`src/t16ri_pkg.sv`:
```
// Purpose: constants for the two-unit 16-bit timer register interface
// Assumes: byte-wide i/o bus, one clock, asynchronous active-low reset
// Notes:   addresses are local i/o offsets
package t16ri_pkg;
    // ****************************************
    // addresses
    // ****************************************
    localparam logic [7:0] T16RI_UNIT_BASE_1 = 8'h00;
    localparam logic [7:0] T16RI_UNIT_BASE_3 = 8'h10;
    localparam logic [3:0] T16RI_OFS_CNT_L = 4'h0;
    localparam logic [3:0] T16RI_OFS_CNT_H = 4'h1;
    localparam logic [3:0] T16RI_OFS_CAP_L = 4'h2;
    localparam logic [3:0] T16RI_OFS_CAP_H = 4'h3;
    localparam logic [3:0] T16RI_OFS_CMP_L = 4'h4;
    localparam logic [7:0] T16RI_ADDR_MASK = 8'h20;
    localparam logic [7:0] T16RI_ADDR_EMASK = 8'h21;
    localparam logic [7:0] T16RI_ADDR_FLAGS = 8'h22;
    localparam logic [7:0] T16RI_ADDR_EFLAGS = 8'h23;
    // ****************************************
    // event kinds and bit positions
    // ****************************************
    localparam int T16RI_K_CAP = 0;
    localparam int T16RI_K_A = 1;
    localparam int T16RI_K_B = 2;
    localparam int T16RI_K_C = 3;
    localparam int T16RI_K_OVF = 4;
    localparam int T16RI_NK = 5;
    localparam logic [2:0] T16RI_POS_CAP = 3'h5;
    localparam logic [2:0] T16RI_POS_A = 3'h4;
    localparam logic [2:0] T16RI_POS_B = 3'h3;
    localparam logic [2:0] T16RI_POS_OVF = 3'h2;
    localparam logic [2:0] T16RI_POS_T3C = 3'h1;
    localparam logic [2:0] T16RI_POS_T1C = 3'h0;
    localparam logic [7:0] T16RI_EMASK_RW = 8'h3f;
    localparam logic [15:0] T16RI_ONE = 16'h0001;
    localparam logic [15:0] T16RI_RST16 = 16'h0000;

    typedef struct packed {
        logic [1:0][15:0] counter;
        logic [1:0][2:0][15:0] compare;
        logic [1:0][15:0] capture;
        logic [7:0] temp;
        logic [1:0] block;
        logic [7:0] mask;
        logic [7:0] emask;
        logic [1:0][4:0] flag;
        logic [7:0] rdata;
        logic [1:0][4:0] irq;
        logic [1:0][2:0] match;
        logic [1:0][15:0] ceiling;
    } t16ri_state_t;
endpackage

```
`src/t16ri_regs.sv`:
```
// Purpose: register interface of two 16-bit timer/counters
// Assumes: all inputs synchronous to core_clk; tick is the timer clock enable
// Notes:   io_rdata answers one cycle after io_rd
`timescale 1ns/1ps
module t16ri_regs
    import t16ri_pkg::*;
(
    input wire logic core_clk,
    input wire logic rst_b,
    input wire logic [7:0] io_addr,
    input wire logic [7:0] io_wdata,
    input wire logic io_wr,
    input wire logic io_rd,
    output logic [7:0] io_rdata,
    input wire logic [1:0] timer_tick,
    input wire logic [1:0] capture_input_pin,
    input wire logic comparator_event,
    input wire logic comparator_select,
    input wire logic [1:0] ceiling_is_capture,
    input wire logic [1:0] overflow_event,
    input wire logic [1:0][4:0] vector_ack,
    input wire logic global_irq_enable,
    input wire logic legacy_mode,
    output logic [1:0][4:0] irq_request,
    output logic [1:0][2:0] match_pulse,
    output logic [1:0][15:0] count_ceiling,
    output logic [1:0][15:0] counter_value
);
    // ****************************************
    // helpers
    // ****************************************
    // {in extended register, bit position} of unit u, event kind k
    function automatic logic [3:0] src_pos(input int u, input int k);
        logic [3:0] r;
        r = {1'b1, T16RI_POS_T1C};
        case (k)
            T16RI_K_CAP: r = {u[0], T16RI_POS_CAP};
            T16RI_K_A: r = {u[0], T16RI_POS_A};
            T16RI_K_B: r = {u[0], T16RI_POS_B};
            T16RI_K_OVF: r = {u[0], T16RI_POS_OVF};
            T16RI_K_C: r = u[0] ? {1'b1, T16RI_POS_T3C} : {1'b1, T16RI_POS_T1C};
            default: r = {1'b1, T16RI_POS_T1C};
        endcase
        return r;
    endfunction

    function automatic logic [7:0] unit_base(input int u);
        return u[0] ? T16RI_UNIT_BASE_3 : T16RI_UNIT_BASE_1;
    endfunction

    t16ri_state_t s;
    t16ri_state_t next_s;

    // ****************************************
    // next state
    // ****************************************
    always_comb begin
        logic [7:0] base;
        logic [3:0] p;
        logic [3:0] ofs;
        logic hit;
        logic cap_ev;
        logic [4:0] set;
        logic [4:0] clr;
        logic [7:0] flags_rd;
        logic [7:0] eflags_rd;
        base = 8'h00;
        p = 4'h0;
        ofs = 4'h0;
        hit = 1'b0;
        cap_ev = 1'b0;
        set = 5'h00;
        clr = 5'h00;
        flags_rd = 8'h00;
        eflags_rd = 8'h00;
        next_s = s;
        next_s.match = '0;
        next_s.rdata = 8'h00;

        // flag views, one bit per source
        for (int u = 0; u < 2; u++) begin
            for (int k = 0; k < T16RI_NK; k++) begin
                p = src_pos(u, k);
                if (p[3]) begin
                    eflags_rd[p[2:0]] = s.flag[u][k];
                end else begin
                    flags_rd[p[2:0]] = s.flag[u][k];
                end
            end
        end

        for (int u = 0; u < 2; u++) begin
            base = unit_base(u);
            ofs = io_addr[3:0];
            hit = (io_addr[7:4] == base[7:4]);
            set = 5'h00;
            clr = vector_ack[u];

            // counter advances on its timer tick; wraps at ceiling when selected
            if (timer_tick[u]) begin
                if (ceiling_is_capture[u] && s.counter[u] == s.capture[u]) begin
                    next_s.counter[u] = T16RI_RST16;
                end else begin
                    next_s.counter[u] = s.counter[u] + T16RI_ONE;
                end
                next_s.block[u] = 1'b0;
                for (int c = 0; c < 3; c++) begin
                    if (!s.block[u] && s.counter[u] == s.compare[u][c]) begin
                        next_s.match[u][c] = 1'b1;
                        set[T16RI_K_A + c] = 1'b1;
                    end
                end
                if (ceiling_is_capture[u] && s.counter[u] == s.capture[u]) begin
                    set[T16RI_K_CAP] = 1'b1;
                end
            end

            // capture source; pin is disconnected while capture is the ceiling
            cap_ev = (u == 0 && comparator_select) ? comparator_event : capture_input_pin[u];
            if (cap_ev && !ceiling_is_capture[u]) begin
                next_s.capture[u] = s.counter[u];
                set[T16RI_K_CAP] = 1'b1;
            end
            if (overflow_event[u]) begin
                set[T16RI_K_OVF] = 1'b1;
            end
            next_s.ceiling[u] = ceiling_is_capture[u] ? s.capture[u] : 16'hffff;

            // 16-bit accesses: write high to latch, low commits pair
            if (io_wr && hit) begin
                if (ofs == T16RI_OFS_CNT_L) begin
                    next_s.counter[u] = {s.temp, io_wdata};
                    next_s.block[u] = 1'b1;
                end
                if (ofs == T16RI_OFS_CAP_L) begin
                    next_s.capture[u] = {s.temp, io_wdata};
                end
                for (int c = 0; c < 3; c++) begin
                    if (ofs == T16RI_OFS_CMP_L + 4'(2 * c)) begin
                        next_s.compare[u][c] = {s.temp, io_wdata};
                    end
                end
            end
            if (io_rd && hit) begin
                if (ofs == T16RI_OFS_CNT_L) begin
                    next_s.rdata = s.counter[u][7:0];
                    next_s.temp = s.counter[u][15:8];
                end
                if (ofs == T16RI_OFS_CAP_L) begin
                    next_s.rdata = s.capture[u][7:0];
                    next_s.temp = s.capture[u][15:8];
                end
                if (ofs == T16RI_OFS_CNT_H || ofs == T16RI_OFS_CAP_H) begin
                    next_s.rdata = s.temp;
                end
                for (int c = 0; c < 3; c++) begin
                    if (ofs == T16RI_OFS_CMP_L + 4'(2 * c)) begin
                        next_s.rdata = s.compare[u][c][7:0];
                    end
                    if (ofs == T16RI_OFS_CMP_L + 4'(2 * c + 1)) begin
                        next_s.rdata = s.compare[u][c][15:8];
                    end
                end
            end

            // write-one clears; a same-cycle set wins
            for (int k = 0; k < T16RI_NK; k++) begin
                p = src_pos(u, k);
                if (io_wr && io_wdata[p[2:0]]
                        && io_addr == (p[3] ? T16RI_ADDR_EFLAGS : T16RI_ADDR_FLAGS)) begin
                    clr[k] = 1'b1;
                end
                next_s.flag[u][k] = set[k] | (s.flag[u][k] & ~clr[k]);
                next_s.irq[u][k] = s.flag[u][k] && global_irq_enable
                    && (p[3] ? s.emask[p[2:0]] : s.mask[p[2:0]]);
            end
        end

        // high-byte writes go to the shared latch
        if (io_wr && io_addr[7:5] == 3'h0 && io_addr[0]) begin
            next_s.temp = io_wdata;
        end
        if (io_wr && io_addr == T16RI_ADDR_MASK) begin
            next_s.mask = io_wdata;
        end
        if (io_wr && io_addr == T16RI_ADDR_EMASK && !legacy_mode) begin
            next_s.emask = io_wdata & T16RI_EMASK_RW;
        end
        if (io_rd) begin
            case (io_addr)
                T16RI_ADDR_MASK: next_s.rdata = s.mask;
                T16RI_ADDR_EMASK: next_s.rdata = legacy_mode ? 8'h00 : s.emask;
                T16RI_ADDR_FLAGS: next_s.rdata = flags_rd;
                T16RI_ADDR_EFLAGS: next_s.rdata = eflags_rd;
                default: ;
            endcase
        end
    end

    // ****************************************
    // state register
    // ****************************************
    always_ff @(posedge core_clk or negedge rst_b) begin
        if (!rst_b) begin
            s <= '0;
        end else begin
            s <= next_s;
        end
    end

    assign io_rdata = s.rdata;
    assign irq_request = s.irq;
    assign match_pulse = s.match;
    assign count_ceiling = s.ceiling;
    assign counter_value = s.counter;
endmodule

```
`config.mk`:
```
export PLATFORM = sky130hd
export DESIGN_NAME = t16ri_regs
export DESIGN_NICKNAME = d
export VERILOG_FILES = /design/src/t16ri_pkg.sv /design/src/t16ri_regs.sv
export SDC_FILE = /design/constraint.sdc
export NUM_CORES = 1
export LEC_CHECK = 0
export ABC_AREA = 1
export BUFFER_PORTS_ARGS = -buffer_cell sky130_fd_sc_hd__buf_2
export CORE_UTILIZATION = 30
export CTS_BUF_LIST = sky130_fd_sc_hd__clkbuf_16
export CTS_CLUSTER_DIAMETER = 60
export DETAILED_ROUTE_END_ITERATION = 6
export GPL_TIMING_DRIVEN = 0
export PLACE_DENSITY = 0.49
export SYNTH_ARGS = -nofsm -noshare
export SYNTH_HDL_FRONTEND = slang
export SYNTH_SLANG_ARGS = --single-unit
```
`constraint.sdc`:
```
create_clock -name core_clk -period 4.2 [get_ports core_clk]
set_clock_uncertainty 0.15 [all_clocks]
set_input_delay 0.42 -clock core_clk [delete_from_list [all_inputs] [get_ports core_clk]]
set_output_delay 0.42 -clock core_clk [all_outputs]
set_load 0.02 [all_outputs]
```
# After elaboration in Yosys (flattened, before gate mapping)
# Index checks and enable logic that the tools add are counted.
# totals
wordCells,226
regBits,250
out_inout_bits,88
# classes
addsub,2
muxes,79
bitwise,30
eq_ne,22
n_reduce_logical,70
# ops
cell,count
$mux 16,16
$mux 8,28
$eq 16x16->1,8
$logic_and 1x1->1,55
$add 16x1->16 const B,2
$eq 8x6->1 const B,4
$pmux 8 s4,1
$mux 1,29
$eq 4x3->1 const B,4
$reduce_and 2->1,6
$and 1x1->1,10
$not 1->1,10
$or 1x1->1,10
$eq 4x1->1 const B,2
$eq 4x2->1 const B,2
$eq 4x4->1 const B,2
$logic_not 4->1,2
$mux 4,2
$mux 3,2
$mux 6,1
$logic_not 1->1,5
$logic_not 3->1,1
$logic_or 1x1->1,1

# Logic depth before layout (Yosys ltp)
# Gate-level depths: netlist of run 1.
# logic_depth
ltp_word,23
depth_mapped,21
depth_no_buf,21

# Least setup slack after synthesis of run 1
# OpenSTA, ideal clock, no wires.
# synth_path
path_type,input to register
startpoint,input port io_addr[3]
endpoint,register s (netlist bit io_rdata[4])
arrival_ns,1.868
path_stages,9
slack_ns,2.060
path_buffers,1
setup_ns,0.122
path_cell_list,inv_2 > nand2_4 > nor4_1 > inv_1 > nor2_1 > dlygate4sd1_1 > o221ai_1 > nor2_1 > a21oi_2
# synth_rtl
element,line_no,source
start: declaration,t16ri_regs.sv:10,"input wire logic [7:0] io_addr,"
end signal: assignment,t16ri_regs.sv:207,s <= next_s;
end: declaration,t16ri_regs.sv:51,t16ri_state_t s;

==> results of run 1 <==
## sequential cells by signal, summed over array words and instances, names as in the netlist
register	flops
s	162
counter_value	32
io_rdata	8
match_pulse	6
count_ceiling	32
irq_request	10
## layout by cell type, fill, tap and decap left out, types with 3 or more instances in the layout
cell | netlist | routed
a22oi_1 | 8 | 8
o21ai_0 | 193 | 193
o211ai_1 | 14 | 14
a211oi_1 | 4 | 4
o32ai_1 | 14 | 14
clkinv_1 | 4 | 12
nor4_1 | 14 | 14
nor4b_1 | 3 | 3
a21oi_2 | 4 | 4
o2111ai_1 | 8 | 8
nand2_1 | 424 | 424
dlygate4sd3_1 | 0 | 13
buf_6 | 5 | 5
o21ai_1 | 5 | 5
nor3_1 | 40 | 40
a2111oi_0 | 5 | 5
a21oi_1 | 90 | 90
or2_2 | 8 | 8
o221ai_1 | 5 | 5
nand2_4 | 5 | 5
buf_2 | 21 | 146
nor2_4 | 6 | 6
dfrtp_1 | 250 | 250
clkbuf_16 | 0 | 31
buf_4 | 91 | 91
nor2_1 | 106 | 106
clkinv_2 | 1 | 4
clkbuf_1 | 61 | 61
inv_1 | 223 | 226
nand3_1 | 55 | 55
nand4_1 | 18 | 18
xnor2_1 | 7 | 7
clkinv_4 | 0 | 3
xor2_1 | 54 | 54
inv_2 | 12 | 12
a221oi_1 | 13 | 13
o22ai_1 | 78 | 78
## path summary, 6_finish.rpt
kind                                          end                  start  slack [ps]
min in group asynchronous       counter_value[14]                  rst_b         180
worst min-delay path             count_ceiling[1]  ceiling_is_capture[0]          20
max in group asynchronous                  s[189]                  rst_b        2840
worst min register to register             s[139]                 s[139]         340
worst max-delay path            counter_value[19]      counter_value[23]        1070
worst max register to register  counter_value[19]      counter_value[23]        1070
## synthesized netlist by cell type (all sizes together), types with 8 or more instances
cell type | n | share of area (%)
nor4 | 14 | 0.61
a22oi | 8 | 0.42
a221oi | 13 | 0.79
or2 | 10 | 0.43
nor3 | 42 | 1.6
xor2 | 54 | 3.3
inv | 236 | 6.1
o21ai | 199 | 6.9
o32ai | 14 | 0.85
dfrtp | 250 | 43
nand3 | 57 | 2.0
o2111ai | 8 | 0.48
o211ai | 14 | 0.73
clkbuf | 63 | 1.7
buf | 117 | 5.8
nand2 | 431 | 11
a21oi | 94 | 3.4
o22ai | 78 | 3.4
nand4 | 19 | 0.87
nor2 | 114 | 3.3
## per-stage QoR
stage	cells	util, %	setup TNS (ps)
finish	2691	35.7	0
global route	2690	35.7	0
global placement	2622	33.3	-584570
CTS	2690	35.7	0
detailed placement	2624	33.4	0
floorplan	1881	-	0
## final cells by class
cell class / instances / area (µm²)
Buffer: 181 / 1090
Multi-Input combinational cell: 1209 / 6200
Clock inverter: 22 / 169
Antenna cell: 1 / 2.50
Inverter: 241 / 908
Fill cell: 5104 / 30700
Clock buffer: 31 / 776
Tap cell: 615 / 769
Timing Repair Buffer: 141 / 826
Sequential cell: 250 / 6260
## cells by family (layout without fill, tap and decap cells)
kind of cell / Yosys count / in the layout
AOI/OAI and AO/OA: 448 / 448
muxes: 1 / 1
xor gates and xnor gates: 61 / 61
other: 0 / 1
DFF: 250 / 250
and+or+nand+nor: 697 / 697
adders and majority gates: 2 / 2
buffers and inverters: 422 / 616
## power groups by stage
stage	Clock, mW	Sequential (mW)	Combinational [mW]
after global routing	2.71	3.15	3.27
after CTS	2.61	3.11	3.00
after global placement	0	3.16	2.96
final	2.57	3.12	3.06
after floorplan	0	2.97	1.89
after detailed placement	0	3.15	2.98
## routing by layer
layer / wire [µm] / GRT usage [%]
met1: 27900 / 35.3
met3: 4660 / 4.35
met4: 3500 / 13.1
met5: 8 / 0
met2: 29100 / 40.8
## worst reg2reg max path: cells and delay by family (launching register included)
family / cells / cell delay [ps]
and+or+nand+nor: 6 / 1420
buffers and inverters: 3 / 910
DFF: 1 / 390
AOI/OAI and AO/OA: 1 / 110
==> results by group, run 1 <==
Run status
  • Status: finished clean

CTS
  • Num CTS Buffers: 30
  • # clock sinks: 250
  • Root Driver: clkbuf_16
  • Worst-path clk slew: ~60 ps
  • Hold Buf Count CTS: 13
  • Clock Path Buffers: 3
  • CTS tree: built
  • H-tree Lvls: 1
  • Post-CTS Resized: 0
  • Post-CTS Setup Bufs: 0
  • Clk_lat worst skew: 580 ps

Critical path
  • CP Depth: 10
  • Crit-path cells: clkbuf_1 -> nor2_1 -> inv_1 -> nand4_1 -> nor4_1 -> nand4_1 -> nand2_2 -> inv_2 -> nand3_1 -> o21ai_0
  • Crit path capture type: flip-flop
  • Crit path top cell by count: nand4_1
  • Critical path class: flip-flop to flip-flop
  • CP max-delay cell: clkbuf_1
  • Worst Path Buf+Inv: 3
  • WP data arrival: about 3400 ps
  • Setup crit start kind: flip-flop
  • CP required: 4470 ps
  • Max incr delay on CP: ~700 ps
  • Worst reg2reg path depth: 10
  • Crit path max fanout: 10
  • CP top delay family: simple AND/OR/NAND/NOR gates

Finish
  • Fraction of layout cells with a size suffix above 1: 16.2%
  • Fin area: 0.0170 mm²
  • Area Overhead vs Synth: 17.6%
  • Nets@finish: 2,098

STA
  • Final period util: 74.4%
  • Setup violators final: 0
  • Max-slew violations: 0
  • Achievable frequency: 0.320 GHz
  • RSZ-0062 raised after global routing: false
  • Rel. slew slack: 30.6%
  • Hold_ws: 23.4 ps
  • Final worst slack: 1070 ps
  • Final Hold Viols: 0
  • Final period demand of the worst path: 3130 ps
  • Tightest Pin Transition: 1030 ps

Run
  • Max Cap Viol: 0

Logic synthesis
  • Synth Flop Type: dfrtp_1
  • Seq/Total Area, Yosys: 43.3%
  • Post-synth EDFFs: 0
  • Post-Syn Area: 0.0145 mm²
  • Mapped Cells: around 1,900
  • Synth async-reset ratio: 100%
  • Yosys warning count: 0
  • Syn nets: ~1,900
  • Number of distinct library cells after synthesis: 56
  • Adder-cell share of the synthesized area: 0.173%
  • Multiplexer share of the synthesized area: 0.0693%
  • Simple-gate share of the synthesized area: 20.8%
  • Post-synthesis xor/xnor area fraction: 3.70%
  • Synth Area in Compound Gates: a little under a fifth
  • Mapped Avg Cell Area: 7.68 µm²
  • Register bit total from synthesis: 250
  • Largest family of logic cells by synthesized area: simple AND/OR/NAND/NOR gates

Power
  • Cell Pwr Density: 515 mW/mm²
  • Switching Share: between 40% and 50%
  • Cell internal pwr: just over 5 mW
  • Clock power frac: 29.4%
  • Maximum vdd drop: 0.308 mV
  • Total Power: 8.76 mW
  • Combinational share of power: 34.9%
  • Sequential share of power: a little over a third
  • Psw: 3.59 mW
  • Lkg Pwr: 7.98 nW

Placed design
  • Pre-CTS setup slack: 1020 ps
  • PortBufs: ~130
  • Dpl hpwl: between 40,000 and 50,000 µm
  • Placed Instance Area: about 0.016 mm²
  • Gpl congestion: 0.987

Drt
  • Average wire per standard cell: 24.2 µm
  • Iter 0 DRT Violations: 1,310
  • Routed via count: 14,242
  • Post-detailed-route count of antenna-violating nets: 0
  • Drt pass-1 iters: 5
  • Vias per cell: 5.29
  • Residual DRC count: 0
  • Final WL: 65,100 µm

Floorplan
  • Initial core utilization: 30.3%
  • Cell Rows: 80
  • Io pins: 130
  • Core box area: about 0.048 mm²
  • Die height: 221 µm
  • DIE AREA: around 0.049 mm²
  • Die span in x: 221 µm

Worst hold path
  • Worst Hold Class: input port to flip-flop
  • Min-Delay Path Depth: 2

Global route
  • Global-route wire length before repair: 94,600 µm
  • GR Util All Layers: 26.3%
  • Vias in the first global route: 14,050
  • Initial antenna violation count: 2
  • Largest net degree at the start of global routing: 107
  • GRT Residual Overflow: 0
(Power assumes the default switching activity.)
==> inputs of run 2 (changes only) <==
- PLACE_DENSITY: 0.49 -> 0.51
- clock period: 4.2 -> 2.8 ns (I/O delays scaled with it)
==> results by group, run 2 (synthesized netlist as in run 1, its figures left out) <==
Power
  • Lkg Pwr: 8.04 nW
  • Cell Pwr Density: 766 mW/mm²
  • Maximum vdd drop: about 0.47 mV

CTS
  • # clock sinks: 250
  • Clk_lat worst skew: 590 ps
  • Root Driver: clkbuf_16
  • CTS tree: built
  • Clock Path Buffers: 3
  • Num CTS Buffers: 30
  • H-tree Lvls: 1
  • Worst-path clk slew: approximately 60 ps

Drt
  • Vias per cell: 5.33
  • Residual DRC count: 0
  • Iter 0 DRT Violations: 1,413
  • Final WL: 65,100 µm
  • Drt pass-1 iters: 6
  • Average wire per standard cell: 24.1 µm
  • Post-detailed-route count of antenna-violating nets: 0
  • Routed via count: approximately 14,000

Critical path
  • Setup crit start kind: flip-flop
  • Crit. Startpoint: counter_value[15]
  • CP max-delay cell: dfrtp_2
  • CP top delay family: simple AND/OR/NAND/NOR gates
  • WP data arrival: 3060 ps
  • Crit path max fanout: 10
  • Worst Path Buf+Inv: 3
  • Critical path class: flip-flop to flip-flop
  • Max incr delay on CP: 520 ps
  • CP required: 3070 ps
  • Crit-path cells: inv_1 -> nor2_1 -> inv_1 -> nand3_1 -> nor4b_1 -> nand4_1 -> nand2_1 -> buf_2 -> o32ai_1
  • Reg-to-reg startpoint: counter_value[15]
  • Crit path top cell by count: inv_1
  • Crit path capture type: flip-flop

Floorplan
  • Cell Rows: 80
  • Io pins: 130
  • DIE AREA: ~0.049 mm²
  • Core box area: 0.0476 mm²
  • Die span in x: around 220 µm
  • Die height: 221 µm
  • Initial core utilization: between 30% and 40%

STA
  • Final period util: approximately 100%
  • Final Hold Viols: 0
  • RSZ-0062 raised after global routing: true
  • Rel. slew slack: 36.1%
  • Final worst slack: 3.41 ps
  • Tightest Pin Transition: 951 ps
  • Max-slew violations: 0
  • Setup violators final: 0
  • Achievable frequency: about 0.36 GHz
  • Final period demand of the worst path: 2800 ps

Finish
  • Fin area: 0.0172 mm²
  • FILL cells: 5,110
  • Fraction of layout cells with a size suffix above 1: 17.5%
  • Nets@finish: 2,105
  • Most frequent cells in the layout: nand2_1 (424), dfrtp_1 (242), inv_1 (222)
  • Max reg flops: 162
  • Largest Register: s
  • Leading cell type in the layout, fill and taps excluded: nand2_1
  • Area Overhead vs Synth: 19.1%

Global route
  • Global-route wire length before repair: between 90,000 and 100,000 µm
  • Largest net degree at the start of global routing: between 100 and 150
  • Vias in the first global route: 13,952
  • GR Util All Layers: 26.3%
  • GRT Residual Overflow: 0
  • Initial antenna violation count: 5

Worst hold path
  • Worst Hold Class: input port to flip-flop
  • Hold path startpoint: timer_tick[0]

Placed design
  • Gpl congestion: between 1 and 1.5
  • PortBufs: around 130
  • Dpl hpwl: between 40,000 and 50,000 µm
  • Pre-CTS setup slack: -294 ps
  • Placed Instance Area: 0.0159 mm²

Run status
  • Status: finished clean

Run
  • Max Cap Viol: 0
## run 2: path summary, 6_finish.rpt
check,end,slack (ps),depth (start not counted)
max reg2reg,counter_value[7],3,9
min in group asynchronous,counter_value[7],70,2
max in group asynchronous,counter_value[17],1500,3
min reg2reg,s[68],340,2
max,counter_value[7],3,9
min,s[82],50,4
## run 2: cell type report
class | count | area, µm² | area share [%]
Antenna cell | 3 | 7.51 | 0.0436
Buffer | 166 | 1040 | 6.07
Clock buffer | 31 | 776 | 4.51
Clock inverter | 23 | 158 | 0.916
Inverter | 241 | 930 | 5.40
Multi-Input combinational cell | 1209 | 6230 | 36.2
Sequential cell | 250 | 6270 | 36.4
Tap cell | 615 | 769 | 4.47
Timing Repair Buffer | 163 | 1030 | 5.98
## run 2: worst reg2reg max path, stage by stage (launching register included)
cell and delay, ps:
dfrtp_2 520, inv_1 390, nor2_1 70, inv_1 80, nand3_1 80, nor4b_1 360, nand4_1 360, nand2_1 220
buf_2 250, o32ai_1 130
## run 2: routing by layer
metal	vias up	routed length (µm)	track usage (%)
met3	179	5160	4.43
met2	751	29100	41.3
met4	2	3520	13.5
met5	-	8	0
li1	6509	-	-
met1	6949	27300	34.8
## run 2: stage by stage
step	power (mW)	utilization (%)	cells	hold slack, ps	setup TNS (ps)
6_report	13.2	36.1	2701	52.0	0
5_1_grt	13.7	36.1	2698	97.9	-3.64
4_1_cts	13.1	36.0	2698	11.2	0
3_5_place_dp	9.21	33.4	2624	111	-6740
3_3_place_gp	9.18	33.3	2622	316	-885580
2_1_floorplan	7.29	-	1881	-166	0
## run 2: repair_timing
item,4_1_cts,5_1_grt
pin swaps,0,1
hold buffers,28,0
hold endpoints to repair,146,0
resized for setup,12,19
endpoints found under the setup margin,20,35
buffers inserted,1,6
## run 2: where the power goes
part | switching, mW | internal, mW | total (mW)
logic | 2.83 | 1.49 | 4.32
clock network | 1.63 | 2.17 | 3.80
registers | 0.925 | 4.12 | 5.05
total | 5.39 | 7.78 | 13.2
